`config.mk`:
```
export PLATFORM = sky130hd
export DESIGN_NAME = cpu_register_file_ctl_map
export DESIGN_NICKNAME = d
export VERILOG_FILES = /design/src/regfile_pkg.sv /design/src/cpu_register_file_ctl_map.sv
export SDC_FILE = /design/constraint.sdc
export NUM_CORES = 2
export LEC_CHECK = 0
export ABC_CLOCK_PERIOD_IN_PS = 4900
export BUFFER_PORTS_ARGS = -buffer_cell sky130_fd_sc_hd__buf_2
export CAP_MARGIN = 15
export CORE_MARGIN = 3
export CORE_UTILIZATION = 36
export CTS_BUF_LIST = sky130_fd_sc_hd__clkbuf_8
export CTS_CLUSTER_SIZE = 14
export DETAILED_ROUTE_END_ITERATION = 16
export PLACE_DENSITY = 0.5
export RECOVER_POWER = 25
export SETUP_SLACK_MARGIN = 0.15
export SLEW_MARGIN = 30
export SYNTH_ARGS = -nofsm -noshare
export SYNTH_HDL_FRONTEND = slang
export SYNTH_SLANG_ARGS = --single-unit
```
`constraint.sdc`:
```
create_clock -name mclk_in -period 4.9 [get_ports mclk_in]
set_input_delay 0.49 -clock mclk_in [delete_from_list [all_inputs] [get_ports mclk_in]]
set_output_delay 0.49 -clock mclk_in [all_outputs]
set_load 0.01 [all_outputs]
```
`src/regfile_pkg.sv`:
```
// constants shared by the processor register storage
package regfile_pkg;
    localparam int DATA_W = 32;
    localparam int GPR_IDX_W = 5;
    localparam int CTL_IDX_W = 5;
    localparam int NUM_SETS = 2;
    localparam int SET_W = 1;
    // general-purpose register roles
    localparam logic [4:0] ZERO_REG_IDX = 5'h00;
    localparam logic [4:0] BREAKPOINT_TEMP_IDX = 5'h19;
    localparam logic [4:0] SHADOW_STATUS_IDX = 5'h1e;
    localparam logic [4:0] RETURN_ADDRESS_IDX = 5'h1f;
    localparam logic [31:0] ZERO_WORD = 32'h0000_0000;
    // control register offsets
    localparam logic [4:0] CTL_PROCESSOR_STATUS = 5'h00;
    localparam logic [4:0] CTL_SAVED_EXCEPTION_STATE = 5'h01;
    localparam logic [4:0] CTL_SAVED_BREAK_STATE = 5'h02;
    localparam logic [4:0] CTL_IRQ_ENABLE_MASK = 5'h03;
    localparam logic [4:0] CTL_IRQ_PENDING_BITS = 5'h04;
    localparam logic [4:0] CTL_PROCESSOR_IDENTIFIER = 5'h05;
    localparam logic [4:0] CTL_RESERVED_SIX = 5'h06;
    localparam logic [4:0] CTL_EXCEPTION_CAUSE = 5'h07;
    localparam logic [4:0] CTL_PAGE_TABLE_ENTRY_ADDR = 5'h08;
    localparam logic [4:0] CTL_TLB_ENTRY_ACCESS = 5'h09;
    localparam logic [4:0] CTL_TLB_EXTRA_CONTROL = 5'h0a;
    localparam logic [4:0] CTL_ECC_ERROR_INJECT = 5'h0b;
    localparam logic [4:0] CTL_FAULTING_ADDRESS = 5'h0c;
    localparam logic [4:0] CTL_CORE_CONFIGURATION = 5'h0d;
    localparam logic [4:0] CTL_PROTECTION_REGION_BASE = 5'h0e;
    localparam logic [4:0] CTL_PROTECTION_REGION_ACCESS = 5'h0f;
    localparam logic [4:0] CTL_RESERVED_UPPER = 5'h10;
    // field positions and reset values
    localparam int STATUS_CRS_LSB = 10;
    localparam int CONFIG_MPU_ENABLE_BIT = 0;
    localparam logic [31:0] CTL_RESET_VALUE = 32'h0000_0000;
    localparam logic [31:0] CTL_DEFINED_MASK = 32'h0000_ffbf;
endpackage

```
`src/cpu_register_file_ctl_map.sv`:
```
// register storage: general-purpose sets and control register space
`timescale 1ns/1ps
// ----------------------------------------------------------------
// Notes on behaviour
// - thirty-two 32-bit general registers, 5-bit index.
// - index 0 reads zero; writes to it are dropped.
// - index 31 holds return address, written by calls, read by return.
// - index 25 only for debug; breakpoint temp in set 0, reserved in shadows.
// - index 30 is break return in set 0, saved status in shadow sets.
// - shadow register sets are an optional build choice.
// - control registers reached only by control read/write in supervisor mode.
// - control space has 32 entries; 6 and 16 to 31 reserved.
// - entries 3 and 4 exist only without external interrupt interface.
// - entries 8 to 10 exist only with memory management unit.
// - entry 11 exists only with error correction built.
// - entries 13 to 15 exist only with protection unit built.
// - protection unit is disabled after reset.
// - protection unit toggled only by software write to enable bit.
// ----------------------------------------------------------------
module cpu_register_file_ctl_map
#(
    parameter bit HAS_SHADOW = 1'b1,
    parameter bit HAS_EXT_IRQ = 1'b0,
    parameter bit HAS_MMU = 1'b1,
    parameter bit HAS_ECC = 1'b1,
    parameter bit HAS_MPU = 1'b1,
    parameter logic [31:0] CPU_ID_VALUE = 32'h0000_0001 // arbitrary value
)(
    // clock and reset
    input wire logic mclk_in,
    input wire logic rst_n_in,
    // general read ports
    input wire logic [regfile_pkg::SET_W-1:0] rd_set_in,
    input wire logic [regfile_pkg::GPR_IDX_W-1:0] rd_a_idx_in,
    input wire logic [regfile_pkg::GPR_IDX_W-1:0] rd_b_idx_in,
    output logic [regfile_pkg::DATA_W-1:0] rd_a_data_out,
    output logic [regfile_pkg::DATA_W-1:0] rd_b_data_out,
    // general write port
    input wire logic wr_en_in,
    input wire logic [regfile_pkg::SET_W-1:0] wr_set_in,
    input wire logic [regfile_pkg::GPR_IDX_W-1:0] wr_idx_in,
    input wire logic [regfile_pkg::DATA_W-1:0] wr_data_in,
    input wire logic wr_from_debug_in,
    // control register access
    input wire logic supervisor_mode_in,
    input wire logic ctl_rd_en_in,
    input wire logic ctl_wr_en_in,
    input wire logic [regfile_pkg::CTL_IDX_W-1:0] ctl_idx_in,
    input wire logic [regfile_pkg::DATA_W-1:0] ctl_wr_data_in,
    output logic [regfile_pkg::DATA_W-1:0] ctl_rd_data_out,
    output logic ctl_rd_valid_out,
    // hardware-updated control inputs
    input wire logic [regfile_pkg::DATA_W-1:0] irq_pending_in,
    input wire logic [regfile_pkg::DATA_W-1:0] exception_cause_in,
    input wire logic [regfile_pkg::DATA_W-1:0] faulting_address_in,
    // state outputs
    output logic mpu_enable_out,
    output logic [regfile_pkg::SET_W-1:0] current_set_out
);
    import regfile_pkg::*;

    // ----------------------------------------------------------------
    // state
    // ----------------------------------------------------------------
    typedef struct packed {
        logic [NUM_SETS*32-1:0][DATA_W-1:0] gpr;
        logic [15:0][DATA_W-1:0] ctl;
        logic [DATA_W-1:0] rd_a;
        logic [DATA_W-1:0] rd_b;
        logic [DATA_W-1:0] ctl_rd;
        logic ctl_vld;
    } state_t;

    state_t state_ff;
    state_t nxt_state;
    logic [15:0] ctl_present;
    logic [SET_W-1:0] wr_set_eff;
    logic [SET_W-1:0] rd_set_eff;
    logic gpr_wr_ok;
    logic ctl_in_range;
    logic ctl_read_only;
    logic ctl_wr_ok;
    logic ctl_rd_ok;

    // ----------------------------------------------------------------
    // presence of control entries
    // ----------------------------------------------------------------
    genvar g;
    generate
        for (g = 0; g < 16; g++)
        begin : g_present
            if (g == 6)
            begin : g_rsvd
                assign ctl_present[g] = 1'b0;
            end
            else if (g == 3 || g == 4)
            begin : g_irq
                assign ctl_present[g] = !HAS_EXT_IRQ;
            end
            else if (g >= 8 && g <= 10)
            begin : g_mmu
                assign ctl_present[g] = HAS_MMU;
            end
            else if (g == 11)
            begin : g_ecc
                assign ctl_present[g] = HAS_ECC;
            end
            else if (g >= 13)
            begin : g_mpu
                assign ctl_present[g] = HAS_MPU;
            end
            else
            begin : g_base
                assign ctl_present[g] = 1'b1;
            end
        end
    endgenerate

    assign wr_set_eff = HAS_SHADOW ? wr_set_in : '0;
    assign rd_set_eff = HAS_SHADOW ? rd_set_in : '0;

    // ----------------------------------------------------------------
    // access decode
    // ----------------------------------------------------------------
    always_comb
    begin
        gpr_wr_ok = 1'b0;
        if (wr_en_in && wr_idx_in != ZERO_REG_IDX)
        begin
            if (wr_idx_in != BREAKPOINT_TEMP_IDX)
            begin
                gpr_wr_ok = 1'b1;
            end
            else if (wr_from_debug_in)
            begin
                gpr_wr_ok = 1'b1;
            end
        end
    end

    always_comb
    begin
        ctl_in_range = !ctl_idx_in[4] && ctl_present[ctl_idx_in[3:0]];
        // hardware-owned entries refuse writes
        if (ctl_idx_in == CTL_IRQ_PENDING_BITS)
        begin
            ctl_read_only = 1'b1;
        end
        else if (ctl_idx_in == CTL_PROCESSOR_IDENTIFIER)
        begin
            ctl_read_only = 1'b1;
        end
        else if (ctl_idx_in == CTL_EXCEPTION_CAUSE)
        begin
            ctl_read_only = 1'b1;
        end
        else if (ctl_idx_in == CTL_FAULTING_ADDRESS)
        begin
            ctl_read_only = 1'b1;
        end
        else
        begin
            ctl_read_only = 1'b0;
        end
    end

    assign ctl_wr_ok = ctl_wr_en_in && supervisor_mode_in && ctl_in_range && !ctl_read_only;
    assign ctl_rd_ok = ctl_rd_en_in && supervisor_mode_in && ctl_in_range;

    // ----------------------------------------------------------------
    // next state
    // ----------------------------------------------------------------
    always_comb
    begin
        nxt_state = state_ff;
        nxt_state.rd_a = (rd_a_idx_in == ZERO_REG_IDX) ? ZERO_WORD
                       : state_ff.gpr[{rd_set_eff, rd_a_idx_in}];
        nxt_state.rd_b = (rd_b_idx_in == ZERO_REG_IDX) ? ZERO_WORD
                       : state_ff.gpr[{rd_set_eff, rd_b_idx_in}];
        if (gpr_wr_ok)
        begin
            nxt_state.gpr[{wr_set_eff, wr_idx_in}] = wr_data_in;
        end
        // hardware-updated read-only entries
        nxt_state.ctl[CTL_IRQ_PENDING_BITS[3:0]] = irq_pending_in;
        nxt_state.ctl[CTL_EXCEPTION_CAUSE[3:0]] = exception_cause_in;
        nxt_state.ctl[CTL_FAULTING_ADDRESS[3:0]] = faulting_address_in;
        nxt_state.ctl[CTL_PROCESSOR_IDENTIFIER[3:0]] = CPU_ID_VALUE;
        if (ctl_wr_ok)
        begin
            nxt_state.ctl[ctl_idx_in[3:0]] = ctl_wr_data_in;
        end
        nxt_state.ctl_vld = ctl_rd_en_in && supervisor_mode_in;
        if (ctl_rd_ok)
        begin
            nxt_state.ctl_rd = state_ff.ctl[ctl_idx_in[3:0]];
        end
        else
        begin
            nxt_state.ctl_rd = ZERO_WORD;
        end
        // absent entries never hold data
        for (int i = 0; i < 16; i++)
        begin
            if (!ctl_present[i])
            begin
                nxt_state.ctl[i] = ZERO_WORD;
            end
        end
    end

    // ----------------------------------------------------------------
    // registers
    // ----------------------------------------------------------------
    always_ff @(posedge mclk_in)
    begin
        if (!rst_n_in)
        begin
            state_ff.ctl <= '0;
            state_ff.ctl[CTL_PROCESSOR_IDENTIFIER[3:0]] <= CPU_ID_VALUE;
            state_ff.rd_a <= ZERO_WORD;
            state_ff.rd_b <= ZERO_WORD;
            state_ff.ctl_rd <= ZERO_WORD;
            state_ff.ctl_vld <= 1'b0;
        end
        else
        begin
            state_ff <= nxt_state;
        end
    end

    // ----------------------------------------------------------------
    // outputs
    // ----------------------------------------------------------------
    assign rd_a_data_out = state_ff.rd_a;
    assign rd_b_data_out = state_ff.rd_b;
    assign ctl_rd_data_out = state_ff.ctl_rd;
    assign ctl_rd_valid_out = state_ff.ctl_vld;
    assign mpu_enable_out = state_ff.ctl[CTL_CORE_CONFIGURATION[3:0]][CONFIG_MPU_ENABLE_BIT];
    assign current_set_out = HAS_SHADOW ?
        state_ff.ctl[CTL_PROCESSOR_STATUS[3:0]][STATUS_CRS_LSB +: SET_W] : '0;
endmodule

```
==> impl_results.md <==
- Pre-CTS setup slack: approximately 0.96 ns
- Largest family of logic cells by synthesized area: multiplexers
- Number of global-route vias before repair: between 70000 and 80000
- Final Skew: roughly 0.13 ns
- Vias per cell: about 6
- CP Launch Type: primary input
- Total chip power: about 48 mW
- Max-cap violations: 29
- Hold Crit Class: in -> reg
- DRT iter0 DRCs: 8297
- RSZ-0062 raised after global routing: false
- Vert. Die Dim: about 580 um
- Share of cells above drive strength 1: 28.1%
- Final min period: 3.24 ns
- Worst Tran Pin Value: 3.44 ns
- Clk buf depth: 4
- Synth Area in Compound Gates: ~6.1%
- GRT Overall Usage: 24.2%
- Final Hold Viols: 0
- Post-Route WL: slightly above 400000 um
- Seq. cell area: around 73000 um2
- Setup tns final: 0 ns
- 1st-pass router iterations: 6
- CORE AREA: 325000 um2
- Peak supply drop: ~0.2 mV
- Layout area overhead: 15.6%
- TritonCTS clock tree: done
- Total global routing overflow: 0
- FMAX: between 300 and 400 MHz
- Crit path required time: 5.26 ns
- Max_slew headroom: -129%
- Clk sinks: around 2600
- Multiplexer share of the synthesized area: 24.3%
- Post-synthesis sequential area ratio: 62.2%
- Finished Layout Cells: 12400
- Initial antenna violation count: 38
- WL/cell: between 30 and 40 um
- Routability congestion estimate: about 0.8
- Setup CP Type: in -> reg
- Post-route cell area: 136000 um2
- Mapped Cells: about 7000
- Synth Warn #: 0
- Initial Util: a little over a third
- Post-DP Area: 125000 um2
- Failing checks: capacitance limit, slew limit
- CTS H-Tree Depth: 5
- Synthesized area per cell: 16.7 um2
- Number of buffers added on ports: around 290
- Post-cts sizing count: 0
- CP arrival: about 3.6 ns
- Pwr dens: ~350 nW/um2
- Clk_lat worst skew: ~1.1 ns
- NumNets Final: 7855
- Reg clk slew, reported paths: around 0.060 ns
- Adder-Cell Fraction of Synth Area: 0%
- DR DRC count: 0
- Critical path endpoint category: register
- Most used DFF post-synth: edfxtp_1
- Die area: between 300000 and 400000 um2
- Netlist cell types: between 40 and 50
- Site row count: approximately 210
- Leakage: around 45 nW
- Asr flop ratio synth: 0%
- Parity-gate share of the synthesized area counting xor and xnor cells: 0%
- Post-synth EDFFs: just over 2000
- Final WS setup: about 1.7 ns
- Outcome: finished with violations
- ANT nets after route: 0
- Dpl cells: between 10000 and 15000
- Post-CTS setup buffers: 0
- # setup viols final: 0
- Hold buffers post-CTS: 218
- First-pass GRT wire length: between 500000 and 600000 um
- Synth Area in Simple Gates: 4.32%
- CTS Buf Count: roughly 450
- Fin util: 41.8%
- Hpwl dp: approximately 230000 um
- Seq cells post-synth: approximately 2600
- Hold WS: 0.144 ns
- Multi-input logic area: about 42000 um2
- Ports: 288
- Mapped Area: 117000 um2
- Root buffer cell: clkbuf_8
- Vias: between 70000 and 80000
- Critical-path maximum fanout: 64
- Final period utilization: 66.1%
- Largest net degree at the start of global routing: ~110
- Die extent in x: around 580 um
- Pins over their slew limit: 1886
- Fillers: 29000
-- worst max-delay path, stage by stage --
cell and delay (ns):
dlygate4sd3_1 0.52, buf_2 0.09, clkbuf_1 2.34
-- cells in the mapped netlist, drive strengths merged, types with 3 or more instances --
cell type	count	share of area, %
a211o	4	0.030
a211oi	7	0.045
a21boi	352	2.3
a21oi	126	0.54
a222oi	14	0.12
a22oi	14	0.089
a31oi	67	0.36
and2	116	0.62
and3	5	0.027
and3b	4	0.030
buf	381	2.0
clkbuf	302	0.97
dfxtp	577	9.8
edfxtp	2048	52
inv	5	0.016
mux2	20	0.19
mux2i	496	4.2
mux4	1039	20
nand2	778	2.5
nand2b	7	0.037
nand3	13	0.055
nand3b	10	0.064
nor2	86	0.27
nor2b	7	0.037
nor3	10	0.043
o211ai	6	0.038
o21ai	20	0.085
o221ai	215	1.6
o22ai	166	0.88
or2	3	0.016
or3	112	0.60
-- placed cells by master (no fill, tap or decap), types with 14 or more instances in the layout --
cell type / Yosys / final
o21ai_0: 20 / 20
clkbuf_1: 302 / 30
buf_4: 173 / 178
clkinv_2: 0 / 47
or3_1: 112 / 111
mux2i_1: 496 / 496
buf_2: 149 / 250
buf_12: 0 / 86
nor2_4: 0 / 63
diode_2: 0 / 16
a21oi_1: 126 / 126
dlygate4sd3_1: 0 / 219
mux2_2: 20 / 20
edfxtp_1: 2048 / 2048
nand2_1: 778 / 774
mux4_2: 1039 / 1039
and2_1: 116 / 116
a22oi_1: 14 / 14
a21boi_0: 352 / 352
a31oi_1: 67 / 67
conb_1: 2 / 96
o22ai_1: 166 / 166
o221ai_1: 215 / 215
inv_1: 4 / 164
clkinv_1: 0 / 95
clkbuf_8: 0 / 505
a222oi_1: 14 / 14
dfxtp_1: 577 / 577
-- cell type report --
type	instances	share of cell area, %
diodes	16	0.0295
clock buffers	504	5.11
clock inverters	334	1.23
inverters	5	0.0249
multi-input cells	3806	30.8
flip-flops and latches	2625	53.8
well taps	4325	3.99
repair buffers	776	5.02
-- final timing paths --
check | slack (ns) | to | depth (start not counted) | from
worst max-delay path | 1.66 | state_ff[1616]$_DFFE_PP_ | 3 | wr_data_in[15]
worst min-delay path | 0.14 | rd_a_data_out[26]$_SDFF_PP0_ | 3 | rd_a_idx_in[4]
worst max register to register | 2.22 | rd_a_data_out[31]$_SDFF_PP0_ | 4 | state_ff[1824]$_DFFE_PP_
worst min register to register | 0.46 | state_ff[523]$_SDFFE_PN0P_ | 2 | state_ff[523]$_SDFFE_PN0P_
-- flip-flops by register name, indices dropped and copies added (netlist names) --
name	cells
state_ff	2526
ctl_rd_data_out	32
rd_a_data_out	32
rd_b_data_out	32
ctl_rd_valid_out	1
current_set_out	1
mpu_enable_out	1
-- layer usage --
layer / up-vias / GRT usage [%] / wire length (um)
li1: 29800 / - / -
met1: 38700 / 33.6 / 172000
met2: 3371 / 38.1 / 192000
met3: 690 / 5.60 / 37100
met4: 16 / 6.96 / 11300
met5: - / 0 / 92
-- power breakdown --
group	internal, mW	total [mW]	switching, mW
Clock	9.80	19.2	9.38
Combinational	1.60	3.94	2.34
Sequential	24.3	24.5	0.187
Total	35.7	47.6	11.9
-- logic make-up after synthesis --
family,Yosys count
buf+inv,688
simple gates,1156
compound gates,999
flops,2625
other cells,2
mux,1555
Note: power is estimated with default switching activity, not from simulation.
